[src/rtl/tms_params.svh]
// Purpose: Timing counts and field values of the touch matrix scanner.
// Assumes: One enabled sys_clk cycle equals one oscillator period.
// Notes: Definitions only.
`ifndef TMS_PARAMS_SVH
`define TMS_PARAMS_SVH

// --------------------------------------------------------------------
// Pulse shape and burst.
// --------------------------------------------------------------------
`define TMS_PULSES 16
`define TMS_SUB_LAST 2'h2
`define TMS_SUB_FIRST 2'h0
`define TMS_PULSE_LAST 4'hF
`define TMS_PULSE_FIRST 4'h0

// --------------------------------------------------------------------
// Scan and load periods, in oscillator periods.
// --------------------------------------------------------------------
`define TMS_BURST_PERIODS 48
`define TMS_SCAN_PERIODS 144
`define TMS_SCANS_PER_LOAD 23
`define TMS_LOAD_PERIODS (`TMS_SCAN_PERIODS * `TMS_SCANS_PER_LOAD)
`define TMS_BURST_AT 8'h30
`define TMS_SCAN_LEN_CNT 8'h90
`define TMS_SCAN_CNT_LAST 5'h16
`define TMS_LOAD_LAST_PERIOD 12'hCEF

`endif

[src/rtl/tms_pkg.sv]
// Purpose: Types shared by the touch matrix scanner.
// Assumes: Nothing.
// Notes: Constants live in tms_params.svh.
package tms_pkg;
	typedef enum logic [1:0] {PH_A, PH_B, PH_IDLE} tms_phase_t;
endpackage

[src/rtl/tms_scan.sv]
// Purpose: Two-clock touch matrix scanner with debounce and key encoder.
// Assumes: cmp_above is the comparator result of each sense input.
// Notes: Each clk_en cycle is one oscillator period.
//
// Summary of operation
// RULE_01: Scan two scan clocks by 16 inputs, 32 switches.
// RULE_02: Switch k on clock A and k+16 on clock B share input k.
// RULE_03: Clock B burst of 16 pulses follows clock A burst with no gap.
// RULE_04: Both clocks low one burst time after B, then A restarts.
// RULE_05: Reduced variant uses 7 inputs, 14 switches, same sequencing.
// RULE_06: Clock A burst takes 48 periods, then 96 until next burst.
// RULE_07: Clock B scans during the first 48 of those 96 periods.
// RULE_08: A complete scan lasts 144 oscillator periods.
// RULE_09: Every 23 scans a load strobe shifts latest results in.
// RULE_10: Load moves bit one into bit two, sample into bit one.
// RULE_11: Output goes touched only when both bits hold one.
// RULE_12: Touch to output change takes 3312 to 6624 periods.
// RULE_13: Release is debounced the same way with two untouched samples.
// RULE_14: Touched means pulse amplitude below the reference level.
// RULE_15: Pulse is high two periods, low one, three per pulse.
// RULE_16: Pulse n reads input n; other inputs stay grounded.
// RULE_17: Outputs are a binary switch code, not one line each.
// RULE_18: All timing comes from counters on the one oscillator clock.
`timescale 1ns/1ps
`include "tms_params.svh"
module tms_scan
	import tms_pkg::*;
#(
	parameter int NUM_INPUTS = 16
) (
	// Clock, reset and oscillator enable
	input wire logic sys_clk,
	input wire logic rst_n,
	input wire logic clk_en,
	// Panel side
	input wire logic [NUM_INPUTS-1:0] cmp_above,
	output logic scan_clock_a,
	output logic scan_clock_b,
	output logic [NUM_INPUTS-1:0] sense_gnd_out,
	output logic [NUM_INPUTS-1:0] sense_gnd_oe_n,
	// Encoded key output
	output logic [5:0] key_code,
	output logic key_valid,
	output logic load_strobe
);
	localparam int NUM_SW = 2 * NUM_INPUTS;

	generate
		if (NUM_INPUTS != 16 && NUM_INPUTS != 7) begin : g_chk
			$error("tms_scan: NUM_INPUTS must be 16 or 7"); // RULE_05
		end
	endgenerate

	// ------------------------------------------------------------------
	// Reset release and input synchronisers.
	// ------------------------------------------------------------------
	logic [1:0] rst_sync_ff;
	logic rst_sync_n;
	always_ff @(posedge sys_clk or negedge rst_n) begin
		if (!rst_n) begin
			rst_sync_ff <= 2'h0;
		end else begin
			rst_sync_ff <= {rst_sync_ff[0], 1'b1};
		end
	end
	assign rst_sync_n = rst_sync_ff[1];

	logic [NUM_INPUTS-1:0] cmp_meta_ff;
	logic [NUM_INPUTS-1:0] cmp_sync_ff;
	always_ff @(posedge sys_clk or negedge rst_sync_n) begin
		if (!rst_sync_n) begin
			cmp_meta_ff <= '0;
			cmp_sync_ff <= '0;
		end else if (clk_en) begin
			cmp_meta_ff <= cmp_above;
			cmp_sync_ff <= cmp_meta_ff;
		end
	end

	// ------------------------------------------------------------------
	// Scan sequencer.
	// ------------------------------------------------------------------
	tms_phase_t phase_ff, nxt_phase;
	logic [1:0] sub_ff, nxt_sub;
	logic [3:0] pulse_ff, nxt_pulse;
	logic [4:0] scan_cnt_ff;
	logic pulse_end, burst_end, scan_end;

	assign pulse_end = (sub_ff == `TMS_SUB_LAST);
	assign burst_end = pulse_end && (pulse_ff == `TMS_PULSE_LAST);
	assign scan_end = burst_end && (phase_ff == PH_IDLE);

	always_comb begin
		nxt_sub = pulse_end ? `TMS_SUB_FIRST : sub_ff + 2'h1; // RULE_15
		nxt_pulse = pulse_end ? pulse_ff + 4'h1 : pulse_ff;
		nxt_phase = phase_ff;
		if (burst_end) begin
			unique case (phase_ff)
				PH_A: nxt_phase = PH_B; // RULE_03
				PH_B: nxt_phase = PH_IDLE; // RULE_04
				PH_IDLE: nxt_phase = PH_A;
				default: nxt_phase = PH_A;
			endcase
		end
	end

	always_ff @(posedge sys_clk or negedge rst_sync_n) begin
		if (!rst_sync_n) begin
			phase_ff <= PH_A;
			sub_ff <= `TMS_SUB_FIRST;
			pulse_ff <= `TMS_PULSE_FIRST;
		end else if (clk_en) begin
			phase_ff <= nxt_phase; // RULE_18
			sub_ff <= nxt_sub;
			pulse_ff <= nxt_pulse;
		end
	end

	always_ff @(posedge sys_clk or negedge rst_sync_n) begin
		if (!rst_sync_n) begin
			scan_cnt_ff <= 5'h0;
		end else if (clk_en && scan_end) begin
			if (scan_cnt_ff == `TMS_SCAN_CNT_LAST) begin
				scan_cnt_ff <= 5'h0; // RULE_09
			end else begin
				scan_cnt_ff <= scan_cnt_ff + 5'h1;
			end
		end
	end
	assign load_strobe = scan_end && (scan_cnt_ff == `TMS_SCAN_CNT_LAST);

	// ------------------------------------------------------------------
	// Registered pin drive, decoded from the next sequencer state.
	// ------------------------------------------------------------------
	logic nxt_high;
	assign nxt_high = (nxt_sub != `TMS_SUB_LAST);
	always_ff @(posedge sys_clk or negedge rst_sync_n) begin
		if (!rst_sync_n) begin
			scan_clock_a <= 1'b0;
			scan_clock_b <= 1'b0;
		end else if (clk_en) begin
			scan_clock_a <= nxt_high && (nxt_phase == PH_A); // RULE_06
			scan_clock_b <= nxt_high && (nxt_phase == PH_B); // RULE_07
		end
	end

	// Latest scan result per switch; the sample taken in the low period
	// sees, through the two synchroniser stages, the first high period.
	logic [NUM_SW-1:0] latest_ff;
	genvar i;
	generate
		for (i = 0; i < NUM_INPUTS; i++) begin : g_in
			logic sel_nxt;
			assign sel_nxt = (nxt_phase != PH_IDLE) &&
				(nxt_pulse == 4'(i));
			always_ff @(posedge sys_clk or negedge rst_sync_n) begin
				if (!rst_sync_n) begin
					sense_gnd_oe_n[i] <= 1'b0;
				end else if (clk_en) begin
					sense_gnd_oe_n[i] <= sel_nxt; // RULE_16
				end
			end
			assign sense_gnd_out[i] = 1'b0;
			always_ff @(posedge sys_clk or negedge rst_sync_n) begin
				if (!rst_sync_n) begin
					latest_ff[i] <= 1'b0;
					latest_ff[i+NUM_INPUTS] <= 1'b0;
				end else if (clk_en && pulse_end && pulse_ff == 4'(i)) begin
					if (phase_ff == PH_A) begin
						latest_ff[i] <= !cmp_sync_ff[i]; // RULE_14
					end
					if (phase_ff == PH_B) begin
						latest_ff[i+NUM_INPUTS] <= !cmp_sync_ff[i]; // RULE_02
					end
				end
			end
		end
	endgenerate

	// ------------------------------------------------------------------
	// Debounce and encoder.
	// ------------------------------------------------------------------
	logic [NUM_SW-1:0] sw_state;
	tms_debounce #(.NUM_SW(NUM_SW)) u_deb (
		.clk(sys_clk),
		.rst_n(rst_sync_n),
		.clk_en(clk_en),
		.load(load_strobe),
		.sample(latest_ff),
		.state(sw_state)
	); // RULE_01 RULE_12

	logic [5:0] nxt_code;
	always_comb begin
		nxt_code = 6'h0;
		for (int k = NUM_SW - 1; k >= 0; k--) begin
			if (sw_state[k]) begin
				nxt_code = 6'(k + 1);
			end
		end
	end
	always_ff @(posedge sys_clk or negedge rst_sync_n) begin
		if (!rst_sync_n) begin
			key_code <= 6'h0;
			key_valid <= 1'b0;
		end else if (clk_en) begin
			key_code <= nxt_code; // RULE_17
			key_valid <= |sw_state;
		end
	end

	// ------------------------------------------------------------------
	// Checks.
	// ------------------------------------------------------------------
	logic [7:0] per_ff;
	logic [11:0] ld_per_ff;
	logic scan_start;
	assign scan_start = clk_en && phase_ff == PH_A &&
		pulse_ff == `TMS_PULSE_FIRST && sub_ff == `TMS_SUB_FIRST;
	always_ff @(posedge sys_clk or negedge rst_sync_n) begin
		if (!rst_sync_n) begin
			per_ff <= `TMS_SCAN_LEN_CNT;
			ld_per_ff <= 12'h0;
		end else if (clk_en) begin
			per_ff <= scan_start ? 8'h1 : per_ff + 8'h1;
			ld_per_ff <= load_strobe ? 12'h0 : ld_per_ff + 12'h1;
		end
	end

	a_clock_exclusive: assert property (@(posedge sys_clk) // RULE_03
		disable iff (!rst_sync_n) !(scan_clock_a && scan_clock_b))
		else $error("scan clocks high together");
	a_b_follows_a: assert property (@(posedge sys_clk) // RULE_03
		disable iff (!rst_sync_n)
		(clk_en && phase_ff == PH_A && burst_end) |=>
		(phase_ff == PH_B && scan_clock_b))
		else $error("clock B burst did not follow clock A");
	a_idle_low: assert property (@(posedge sys_clk) // RULE_04
		disable iff (!rst_sync_n)
		(phase_ff == PH_IDLE) |-> (!scan_clock_a && !scan_clock_b))
		else $error("scan clock high during idle");
	a_scan_period: assert property (@(posedge sys_clk) // RULE_08
		disable iff (!rst_sync_n)
		scan_start |-> per_ff == `TMS_SCAN_LEN_CNT)
		else $error("scan period not 144");
	a_burst_length: assert property (@(posedge sys_clk) // RULE_06
		disable iff (!rst_sync_n)
		(clk_en && phase_ff == PH_B && pulse_ff == `TMS_PULSE_FIRST &&
		sub_ff == `TMS_SUB_FIRST) |-> per_ff == `TMS_BURST_AT)
		else $error("clock A burst not 48 periods");
	a_load_spacing: assert property (@(posedge sys_clk) // RULE_09
		disable iff (!rst_sync_n)
		(clk_en && load_strobe) |-> ld_per_ff == `TMS_LOAD_LAST_PERIOD)
		else $error("load strobe spacing not 3312");
	a_ground_idle: assert property (@(posedge sys_clk) // RULE_16
		disable iff (!rst_sync_n)
		(clk_en && phase_ff == PH_IDLE && sub_ff == `TMS_SUB_FIRST &&
		pulse_ff != `TMS_PULSE_FIRST) |-> sense_gnd_oe_n == '0)
		else $error("sense input released during idle");
	a_debounce_hold: assert property (@(posedge sys_clk) // RULE_11
		disable iff (!rst_sync_n)
		(sw_state != $past(sw_state)) |-> $past(load_strobe && clk_en))
		else $error("switch state changed without load");
	a_code_valid: assert property (@(posedge sys_clk) // RULE_17
		disable iff (!rst_sync_n)
		$past(clk_en) |-> (key_valid == $past(|sw_state) &&
		key_valid == (key_code != 6'h0)))
		else $error("key code does not match switch state");
endmodule

[src/rtl/tms_debounce.sv]
// Purpose: Two-bit shift debounce for every matrix switch.
// Assumes: Load arrives once per 23 scans.
// Notes: Output follows only two equal successive samples.
`timescale 1ns/1ps
module tms_debounce
	import tms_pkg::*;
#(
	parameter int NUM_SW = 32
) (
	// Clock and reset
	input wire logic clk,
	input wire logic rst_n,
	input wire logic clk_en,
	// Samples and strobe
	input wire logic load,
	input wire logic [NUM_SW-1:0] sample,
	// Debounced state
	output logic [NUM_SW-1:0] state
);

	generate
		if (NUM_SW < 1) begin : g_chk
			$error("tms_debounce: NUM_SW must be positive");
		end
	endgenerate

	genvar i;
	generate
		for (i = 0; i < NUM_SW; i++) begin : g_sw
			logic [1:0] shift_ff;
			logic state_ff;
			always_ff @(posedge clk or negedge rst_n) begin
				if (!rst_n) begin
					shift_ff <= 2'h0;
				end else if (clk_en && load) begin
					shift_ff <= {shift_ff[0], sample[i]}; // RULE_10
				end
			end
			always_ff @(posedge clk or negedge rst_n) begin
				if (!rst_n) begin
					state_ff <= 1'b0;
				end else if (clk_en && load) begin
					if (shift_ff[0] && sample[i]) begin
						state_ff <= 1'b1; // RULE_11
					end else if (!shift_ff[0] && !sample[i]) begin
						state_ff <= 1'b0; // RULE_13
					end
				end
			end
			assign state[i] = state_ff;
		end
	endgenerate
endmodule

[config.mk]
export PLATFORM = sky130hd
export DESIGN_NAME = tms_scan
export DESIGN_NICKNAME = d
export VERILOG_FILES = /design/src/rtl/tms_pkg.sv /design/src/rtl/tms_scan.sv /design/src/rtl/tms_debounce.sv
export VERILOG_INCLUDE_DIRS = /design/src /design/src/rtl
export SDC_FILE = /design/constraint.sdc
export NUM_CORES = 1
export LEC_CHECK = 0
export BUFFER_PORTS_ARGS = -buffer_cell sky130_fd_sc_hd__buf_2
export CAP_MARGIN = 20
export CORE_ASPECT_RATIO = 0.8
export CORE_MARGIN = 2
export CORE_UTILIZATION = 54
export DETAILED_ROUTE_END_ITERATION = 8
export GPL_TIMING_DRIVEN = 0
export PLACE_DENSITY = 0.82
export SLEW_MARGIN = 20
export SYNTH_ARGS = -nofsm -noshare
export SYNTH_HDL_FRONTEND = slang
export SYNTH_SLANG_ARGS = --single-unit
[constraint.sdc]
create_clock -name sys_clk -period 5.2 [get_ports sys_clk]
set_input_delay 0.52 -clock sys_clk [delete_from_list [all_inputs] [get_ports sys_clk]]
set_output_delay 0.52 -clock sys_clk [all_outputs]
set_load 0.1 [all_outputs]
======== Yosys cells after proc, flatten, opt, wreduce, memory -nomap -nowiden ========
Cells that the tools add are included.
word-level totals
  bits of input ports ..................... 19
  output and inout bits ................... 42
  logic and storage cells ................. 549
  flip-flop bits (word level) ............. 168
  bits in latches ......................... 0
  ROM bits ................................ 0
  memories ................................ 0
  memory bits (writable) .................. 0
cells by class
  order comparisons ....................... 0
  eq/ne operators ......................... 37
  shift operators ......................... 0
  bitwise logic cells ..................... 0
  reductions and logical operators ........ 285
  $mul .................................... 0
  add/sub/neg operators ................... 3
  muxes and demuxes ....................... 101
  divide/modulo/power cells ............... 0
operators with widths
  operator                                             number
  2-to-1 mux 6 bit                                     32
  AND reduction 2 bit                                  64
  logical AND 1 bit                                    104
  zero test 1 bit                                      80
  equality test 4 bit, second input constant           16
  2-to-1 mux 1 bit                                     64
  nonzero test 2 bit                                   32
  equality test 4 x 3 -> 1 bit, second input constant  8
  OR reduction 32 bit                                  1
  equality test 4 x 2 -> 1 bit, second input constant  4
  equality test 4 x 1 -> 1 bit, second input constant  2
  zero test 4 bit                                      2
  adder 5 x 1 -> 5 bit, second input constant          1
  equality test 5 bit, second input constant           1
  2-to-1 mux 5 bit                                     1
  adder 4 x 1 -> 4 bit, second input constant          1
  equality test 2 x 1 -> 1 bit, second input constant  2
  equality test 2 bit, second input constant           2
  zero test 2 bit                                      2
  2-to-1 mux 2 bit                                     2
  2-to-1 mux 4 bit                                     1
  != test 2 bit, second input constant                 2
  case mux 2 bit (2 select lines)                      1
  adder 2 x 1 -> 2 bit, second input constant          1

======== Depth between registers and ports, before layout ========
Gate-level depths: netlist (run 1).
  depth in word-level cells ............... 32
  gate-level depth with buffers ........... 10
  gate-level depth less buffers ........... 7

======== Modules after synthesis ========
From an unflattened synthesis (run 1), not the netlist that was laid out.
second synthesis, totals
  cells, all modules ...................... 666
  area, all modules ....................... 8234.1 µm²
modules (own cells, without submodules)
  module        sequential area each (µm²)  times used  area each (µm²)  cells each
  tms_scan      2602.5                      1           4790.8           430
  tms_debounce  1601.5                      1           3443.3           236

======== Worst setup path before layout (run 1) ========
Ideal clock, no wire load.
  path kind ............................... register -> output
  from .................................... reg pulse_ff[1]
  to ...................................... out load_strobe
  cell stages (with the launch flop) ...... 5
  required time ........................... 4680 ps
  buffers on the path ..................... 0
  slack ................................... 2440 ps
  data arrival time ....................... 2240 ps
  cell sequence ........................... dfrtp_1 ha_1 and2_1 nand3_1 nor2_1
on the way
  word-level cells in the longest chain between the ends .. 4
RTL lines
  item                    RTL line         source
  start, declared         tms_scan.sv:85   logic [3:0] pulse_ff, nxt_pulse;
  start signal, assigned  tms_scan.sv:111  pulse_ff <= `TMS_PULSE_FIRST;
  start signal, assigned  tms_scan.sv:115  pulse_ff <= nxt_pulse;
  equality test 4 bit     n/a
  logical AND 1 bit       tms_scan.sv:90   assign burst_end = pulse_end && (pulse_ff == `TMS_PULSE_LAST);
  logical AND 1 bit       tms_scan.sv:91   assign scan_end = burst_end && (phase_ff == PH_IDLE);
  logical AND 1 bit       tms_scan.sv:130  assign load_strobe = scan_end && (scan_cnt_ff == `TMS_SCAN_CNT_LAST);
  end, declared           tms_scan.sv:44   output logic load_strobe
No other way between the ends.

======== Worst setup path after layout (run 1) ========
Ends and elaborated chain as after synthesis.

==> results of run 1 <==
## how the worst min path moves through the flow
| stage | startpoint | endpoint | slack [ns] |
|---|---|---|---|
| floorplan | rst_n | rst_sync_ff[0] | 0.22 |
| global placement | rst_n | rst_sync_ff[0] | 0.30 |
| detailed placement | rst_n | rst_sync_ff[0] | 0.31 |
| finish | cmp_above[15] | cmp_meta_ff[15] | 0.32 |
| global route | cmp_above[8] | cmp_meta_ff[8] | 0.32 |
| CTS | cmp_above[15] | cmp_meta_ff[15] | 0.31 |
## stage by stage
| stage | hold WS [ns] | power, W |
|---|---|---|
| 3_3_place_gp | 0.305 | 0.00229 |
| 2_1_floorplan | 0.224 | 0.00214 |
| 3_5_place_dp | 0.308 | 0.00233 |
| 6_report | 0.319 | 0.00376 |
| 5_1_grt | 0.315 | 0.00391 |
| 4_1_cts | 0.312 | 0.00377 |
## flip-flops by register name (all words and copies together) (netlist names)
register             count
phase_ff                 2
sub_ff                   2
key_code                 6
latest_ff               32
cmp_sync_ff             16
key_valid                1
scan_clock_a             1
u_deb.g_sw.shift_ff     32
u_deb.g_sw.state_ff     32
scan_clock_b             1
pulse_ff                 4
cmp_meta_ff             16
sense_gnd_oe_n          16
rst_sync_ff              2
scan_cnt_ff              5
## metal layers
| layer | wire length (um) | part of all wire, % |
|---|---|---|
| met5 | 0 | 0 |
| met4 | 318 | 1.8 |
| met3 | 1370 | 7.6 |
| met2 | 8400 | 46 |
| met1 | 7990 | 44 |
## power by group
part           switching [W]  total (W)  internal [W]  leakage, nW
combinational       0.000589   0.000770      0.000181         2.03
sequential          0.000134    0.00156       0.00142         2.23
clock               0.000555    0.00144      0.000881        0.329
## kinds of logic (layout without fill, tap and decap cells)
kind of cell,Yosys count,after routing
fa+ha+maj,38,38
buf+inv,59,138
mux,70,70
other cells,2,17
compound gates,119,119
flops,168,168
simple gates,224,224
xor+xnor,10,10
## cells in the final DEF (no fill, tap or decap), types with 16 or more instances in the layout
master,instances
buf_4,16
mux2_1,26
dfrtp_1,167
buf_2,52
mux2_2,39
o31ai_1,35
o2bb2ai_1,18
nand2_1,116
o21ai_0,42
clkbuf_1,16
ha_1,38
conb_1,17
nor2_1,56
clkbuf_16,17
## critical path, stage by stage, from the launching register on
cell and delay (ns):
dfrtp_1 0.49, ha_1 0.25, and2_1 0.19, nand3_1 0.22, nor2_1 0.16, buf_2 0.43
## cell type report
type | count | area share, %
Clock buffer | 18 | 4.94
Multi-Input combinational cell | 478 | 36.1
Clock inverter | 14 | 2.60
Tap cell | 180 | 2.53
Sequential cell | 168 | 47.3
Timing Repair Buffer | 47 | 3.21
Buffer | 44 | 2.65
Inverter | 15 | 0.634
## what timing repair did
item | 4_1_cts | 5_1_grt
endpoints found under the hold margin | 2 | 0
hold buffers | 1 | 0
resized for setup | 0 | 0
==> flow_metrics.tcl, run 1 <==
set metrics [dict create \
    wl_per_cell_um 18.8 \
    clockBufferDepth 2 \
    ys_top_cells_by_count "dfrtp_1 (168), nand2_1 (116), nor2_1 (56)" \
    maxSlewViolCount 0 \
    p_leak_nw 4.59 \
    syn2layout_area_growth_pct 16.2 \
    fin_crit_ns 2.71 \
    synth_ff_type "dfrtp_1" \
    drtAntennaViolNets 0 \
    crit_type "reg2out" \
    fin_worst_skew_ns 0.00747 \
    globalRouteOverflowTotal 0 \
    synth_mux_area_share_pct 10.2 \
    final_core_util_pct 64.9 \
    portBuffers 44 \
    numCtsBuffers 17 \
    die_w_um 137 \
    fin_tns_setup_ns 0 \
    ys_types 49 \
    startpoint "pulse_ff[1]" \
    grt_pass1_wl_um 30100 \
    core_um2 13700 \
    synthTopCellsByArea "dfrtp_1 (55%), ha_1 (6.2%), mux2_2 (5.7%)" \
    synth_largest_area_cell "dfrtp_1" \
    yosysWarnings 0 \
    cap_violations 0 \
    arrival_ns 2.19 \
    hold_depth 2 \
    rsz0062_at_grt "no" \
    synth_top_area_share_pct 55.0 \
    synthCells 690 \
    synth_top_family_by_area "simple AND/OR/NAND/NOR gates" \
    numClockSinks 168 \
    synth-compound-area-share_pct 10.6 \
    design_area_um2 8890 \
    grtUsageMet3_pct 5.51 \
    regArea_um2 4210 \
    synthSimpleGateAreaFrac_pct 12.9 \
    place_congestion 0.891 \
    synth_edf_count 0 \
    track_usage_pct 25.7 \
    dieArea_um2 15100 \
    globalRoute.busiestLayer "met2" \
    ios 61 \
    hp-class "in2reg" \
    dp_slack_ns 2.88 \
    dpl.hpwl_um 12700 \
    postCtsSetupRepairBufs 0 \
    tightest_slew_ns 0.795 \
    die_h_um 110 \
    routed-via-count 5683 \
    final.setup.worst_slack_ns 2.49 \
    synth.cell_area_um2 7650 \
    avgSynthCellArea_um2 11.1 \
    timing.rr.start "pulse_ff[1]" \
    gr-usage-met1_pct 37.3 \
    drive_above_1_share_pct 19.0 \
    initial_core_util_pct 55.8 \
    cts_tree "done" \
    drc_errors 0 \
    crit_path_end_kind "output pin" \
    grtUsageMet2_pct 38.3 \
    dr.pass1.iters 5 \
    grt_pass1_vias 5724 \
    r2r-end "u_deb.g_sw[25].state_ff" \
    synth_seq_cells 168 \
    synth_fa_ha_area_share_pct 6.22 \
    placed_area_um2 8210 \
    r2r_cells 8 \
    path_clk_slew_ns 0.07 \
    cp-endpoint "load_strobe" \
    ys_async_sr_fraction_pct 100 \
    htreeDepth 4 \
    status "completed" \
    multi_input_area_um2 3210 \
    viasPerCell 5.90 \
    setup_viol 0 \
    vdd_drop_max_v 0.000287 \
    fin_cells 964 \
    placementRows 38 \
    powerDensity_nw_per_um2 423 \
    grt_max_degree 61 \
    antenna_found_initial 0 \
    insertion_delay_ns 0.43 \
    crit_required_ns 4.68 \
    ff2ff_setup_slack_ns 2.77 \
    fmax_ghz 0.370 \
    cp_max_fo 7 \
    yosysMostFrequentCell "dfrtp_1" \
    slew_headroom_pct 47.0 \
    cts-root-buf "clkbuf_16" \
    hold_viol_final 0 \
    fin_nets 828 \
    cp-start-kind "register" \
    synth-seq-area-share_pct 55.0 \
    antenna_cells 0 \
    drt-initial-drc-count 594 \
    fill_cells 982 \
    dp.cells 931 \
    synth_xor_area_share_pct 1.15 \
    routed_wl_um 18100 \
    fin_crit_sh_pct 52.0 \
]
Note: power is estimated with default switching activity, not from simulation.
==> inputs of run 2 (changes only) <==
Settings changed: CORE_UTILIZATION 54 to 60, PLACE_DENSITY 0.82 to 0.86.
Clock period 5.2 ns to 2.61 ns, I/O delays scaled along.
==> run 2 against run 1 <==
Via count rose by 1.5%. Combinational power rose by 100%. Clock power rose by 75%. Non-clock buffer count rose by 1. Register-to-register slack got worse by 2.6 ns. Sequential power rose by 98%. Die area fell by 9.7%. Clock skew rose by 0.0027 ns. Power rose by 90%. Hold slack got worse by 0.26 ns. Sequential share of layout area rose by 0.42 points. Global-route usage rose by 2.1 points. Critical endpoint unchanged. Largest power group unchanged.
==> flow_metrics.tcl, run 2 (synthesis gave the netlist of run 1 again) <==
set metrics [dict create \
    status "completed" \
    htreeDepth 4 \
    cts_tree "done" \
    drtAntennaViolNets 0 \
    drc_errors 0 \
    crit_path_end_kind "output pin" \
    fin_worst_skew_ns 0.0101 \
    hold_viol_final 0 \
    top_regs "latest_ff (32), u_deb.g_sw.shift_ff (32), u_deb.g_sw.state_ff (32)" \
    slowest_stage "dfrtp_1" \
    ff2ff_setup_slack_ns 0.17 \
    track_usage_pct 27.8 \
    antenna_found_initial 0 \
    numClockSinks 168 \
    fmax_ghz 0.407 \
    p_leak_nw 4.55 \
    r2r_cells 8 \
    die_w_um 130 \
    path_depth 5 \
    antenna_cells 0 \
    portBuffers 44 \
    insertion_delay_ns 0.43 \
    startpoint "pulse_ff[1]" \
    powerDensity_nw_per_um2 814 \
    fin_tns_setup_ns 0 \
    dieArea_um2 13700 \
    rsz0062_at_grt "no" \
    hp-class "in2reg" \
    grt_max_degree 62 \
    cts_resized 0 \
    fill_cells 841 \
    max_stage_delay_ns 0.47 \
    path_cells "ha_1 > and2_1 > nand3_1 > nor2_1 > buf_2" \
    dr.pass1.iters 5 \
    cp_top_family "simple AND/OR/NAND/NOR gates" \
    initial_core_util_pct 62.2 \
    drive_above_1_share_pct 19.0 \
    placementRows 36 \
    clockBufferDepth 2 \
    globalRouteOverflowTotal 0 \
    slew_headroom_pct 59.4 \
    r2r-end "u_deb.g_sw[18].state_ff" \
    syn2layout_area_growth_pct 15.2 \
    core_um2 12300 \
    numCtsBuffers 17 \
    routed-via-count 5766 \
    tightest_slew_ns 0.609 \
    setup_viol 0 \
    dpl.hpwl_um 12600 \
    die_h_um 105 \
    cp_max_fo 7 \
    layout_common_cells "dfrtp_1 (167), nand2_1 (116), nor2_1 (56), buf_2 (52), o21ai_0 (42)" \
    cp-start-kind "register" \
    fin_crit_ns 2.45 \
    wl_per_cell_um 18.8 \
    regArea_um2 4210 \
    grt_pass1_wl_um 28800 \
    ios 61 \
    cp-endpoint "load_strobe" \
    place_congestion 0.893 \
    crit_required_ns 2.35 \
    fin_nets 829 \
    final_common_cell "dfrtp_1" \
    cts_hold_buf 1 \
    viasPerCell 6.03 \
    fin_crit_sh_pct 94.0 \
    grt_pass1_vias 5642 \
    fin_cells 956 \
    path_clk_slew_ns 0.07 \
    cts-root-buf "clkbuf_16" \
    power_w 0.00717 \
    multi_input_area_um2 3210 \
    arrival_ns 2.19 \
    routed_wl_um 17900 \
    cap_violations 0 \
    crit_buf_inv 1 \
    final_core_util_pct 71.6 \
    dp.cells 923 \
    drt-initial-drc-count 658 \
    crit_type "reg2out" \
    timing.rr.start "pulse_ff[1]" \
    maxSlewViolCount 0 \
    vdd_drop_max_v 0.000615 \
    postCtsSetupRepairBufs 0 \
]
==> run 2: cell types whose count changed in the layout (fill, tap and decap cells not counted) <==
cell,previous run,this run
clkinvlp_4,0,1
inv_6,7,4
bufinv_16,5,2
buf_12,0,2
buf_16,2,1
clkinv_4,1,3
clkbuf_1,16,17
clkinv_2,0,2
clkbuf_8,1,0
inv_8,1,2
==> run 2: worst register-to-register path: cells and delay by family (launching register included) <==
| family | cells | cell delay [ns] |
|---|---|---|
| flip-flops | 1 | 0.47 |
| adder cells (fa/ha/maj) | 1 | 0.25 |
| AND/OR/NAND/NOR | 4 | 0.85 |
| buffers and inverters | 2 | 0.34 |
| multiplexers | 1 | 0.39 |
==> run 2: worst min-delay path by stage <==
stage | startpoint | end | slack [ns] | cells past startpoint
finish | cmp_above[15] | cmp_meta_ff[15] | 0.06 | 2
CTS | cmp_above[15] | cmp_meta_ff[15] | 0.05 | 2
global placement | rst_n | rst_sync_ff[0] | 0.05 | 1
global route | cmp_above[8] | cmp_meta_ff[8] | 0.05 | 2
floorplan | rst_n | rst_sync_ff[0] | -0.03 | 0
detailed placement | rst_n | rst_sync_ff[0] | 0.05 | 1
==> run 2: final cells by class <==
cell class	count	area share, %
flip-flops and latches	168	47.8
multi-input cells	478	36.4
clock buffers	18	4.87
repair buffers	48	3.38
plain buffers	44	2.67
well taps	171	2.43
clock inverters	14	1.83
inverters	15	0.639
==> run 2: metrics by stage <==
stage                     setup WS, ns  hold slack [ns]  area (um2)
after detailed placement         0.319           0.0484        8210
after CTS                        0.194           0.0507        8810
after global placement           0.386           0.0467        8140
final                            0.156           0.0573        8810
after floorplan                  0.109          -0.0346        7710
after global routing            0.0464           0.0514        8810
==> run 2: power by group <==
group          leakage [nW]  internal (W)  switching [W]
sequential             2.23       0.00284       0.000257
combinational          2.03      0.000364        0.00119
clock                 0.289       0.00143        0.00109
==> run 2: per-layer routing <==
layer  up-vias  track usage [%]  part of all wire, %  wire, um
met1      2840             39.1                   42      7470
met3        48             5.02                  8.8      1570
met4         0             11.7                  2.4       433
met2       302             42.8                   47      8450
li1       2576                -                    -         -
met5         -                0                    0         0
==> inputs of run 3 (changes only) <==
Settings changed: PLACE_DENSITY 0.86 to 0.85.
==> run 3 against run 2 <==
Wire length is 1.0% lower. Final cell count stayed put. Non-clock buffer count stayed put. Sequential share of layout area is 0.19 points lower. Clock power is 5% higher. Sequential power hardly changed. Critical endpoint unchanged. Largest cell class unchanged. Largest power group unchanged.
==> flow_metrics.tcl, run 3 (synthesis gave the netlist of run 1 again) <==
set metrics [dict create \
    status "completed" \
    fin_crit_sh_pct 93.6 \
    drt-initial-drc-count 684 \
    fmax_ghz 0.409 \
    grtUsageMet3_pct 8.29 \
    dr.pass1.iters 6 \
    numCtsBuffers 17 \
    hold_depth 2 \
    postCtsSetupRepairBufs 0 \
    cts_tree "done" \
    cp-start-kind "register" \
    path_cells "ha_1 > and2_1 > nand3_1 > nor2_1 > buf_2" \
    arrival_ns 2.18 \
    timing.rr.start "pulse_ff[1]" \
    crit_buf_inv 1 \
    drc_errors 0 \
    fin_crit_ns 2.44 \
    numClockSinks 168 \
    syn2layout_area_growth_pct 15.7 \
    initial_core_util_pct 62.2 \
    viasPerCell 5.96 \
    hp-class "in2reg" \
    fin_worst_skew_ns 0.0133 \
    htreeDepth 4 \
    worstHoldStart "cmp_above[12]" \
    portBuffers 44 \
    globalRoute.busiestLayer "met2" \
    cap_violations 0 \
    placed_area_um2 8210 \
    r2r-end "u_deb.g_sw[25].state_ff" \
    r2r_cells 8 \
    insertion_delay_ns 0.43 \
    setup_viol 0 \
    grt_pass1_wl_um 28900 \
    p_leak_nw 4.57 \
    power_w 0.00728 \
    globalRouteOverflowTotal 0 \
    drive_above_1_share_pct 19.1 \
    dpl.hpwl_um 12600 \
    top_regs "latest_ff (32), u_deb.g_sw.shift_ff (32), u_deb.g_sw.state_ff (32)" \
    vdd_drop_max_v 0.000660 \
    fin_tns_setup_ns 0 \
    ios 61 \
    crit_type "reg2out" \
    final.setup.worst_slack_ns 0.166 \
    powerDensity_nw_per_um2 824 \
    slowest_stage "dfrtp_1" \
    crit_required_ns 2.35 \
    routed_wl_um 17700 \
    drtAntennaViolNets 0 \
    cts_resized 0 \
    antenna_found_initial 0 \
    rsz0062_at_grt "no" \
    dp_slack_ns 0.277 \
    routed-via-count 5695 \
    layout_common_cells "dfrtp_1 (167), nand2_1 (116), nor2_1 (56), buf_2 (52), o21ai_0 (42)" \
    placementRows 36 \
    slew_headroom_pct 59.9 \
    place_congestion 0.904 \
    die_h_um 105 \
    antenna_cells 0 \
    dieArea_um2 13700 \
    maxSlewViolCount 0 \
    clockBufferDepth 2 \
    fill_cells 833 \
    cp_max_fo 7 \
    fin_nets 829 \
    design_area_um2 8840 \
    max_stage_delay_ns 0.48 \
    wl_per_cell_um 18.6 \
    grt_max_degree 53 \
    path_clk_slew_ns 0.07 \
    cts-root-buf "clkbuf_16" \
    track_usage_pct 27.9 \
    grtUsageMet2_pct 42.1 \
    hold_viol_final 0 \
    crit_path_end_kind "output pin" \
    grt_pass1_vias 5627 \
    core_um2 12300 \
    die_w_um 130 \
    cp_top_family "simple AND/OR/NAND/NOR gates" \
    final_common_cell "dfrtp_1" \
    ff2ff_setup_slack_ns 0.20 \
    tightest_slew_ns 0.601 \
    holdPathEnd "cmp_meta_ff[12]" \
    startpoint "pulse_ff[1]" \
    gr-usage-met1_pct 38.7 \
]
## run 3: how the worst max path moves through the flow
stage,slack (ns),cells after the start,end
CTS,0.18,5,load_strobe
global route,0.05,5,load_strobe
global placement,0.39,8,u_deb.g_sw[25].state_ff
finish,0.17,5,load_strobe
floorplan,0.11,4,load_strobe
detailed placement,0.28,8,u_deb.g_sw[25].state_ff
## run 3: final cells by class
cell class                      count  area (um2)  share of cell area [%]
Inverter                           15        56.3                   0.637
Tap cell                          171         214                    2.42
Sequential cell                   168        4210                    47.6
Clock buffer                       18         439                    4.97
Multi-Input combinational cell    478        3210                    36.3
Buffer                             44         235                    2.66
Timing Repair Buffer               48         298                    3.37
Clock inverter                     14         186                    2.11
## run 3: stage by stage
step | utilization (%) | hold slack (ns) | std cells
after floorplan | - | -0.0346 | 705
after global placement | 66.2 | 0.0467 | 920
after detailed placement | 66.7 | 0.0492 | 923
after CTS | 71.9 | 0.0545 | 956
after global routing | 71.9 | 0.0521 | 956
final | 71.9 | 0.0604 | 956
## run 3: routing by layer
| layer | wire, um | up-vias | part of all wire (%) |
|---|---|---|---|
| met4 | 453 | 0 | 2.6 |
| met3 | 1560 | 54 | 8.8 |
| met5 | 0 | - | 0 |
| li1 | - | 2573 | - |
| met2 | 8300 | 265 | 47 |
| met1 | 7430 | 2803 | 42 |
## run 3: report_power, final
| group | total, W | switching (W) | internal [W] |
|---|---|---|---|
| clock network | 0.00264 | 0.00108 | 0.00156 |
| registers | 0.00309 | 0.000257 | 0.00284 |
| logic | 0.00155 | 0.00119 | 0.000362 |
| total | 0.00728 | 0.00253 | 0.00475 |
## run 3: what timing repair did
action / 4_1_cts / 5_1_grt
setup endpoints to repair: 0 / 0
hold buffers: 1 / 0
hold endpoints to repair: 2 / 0
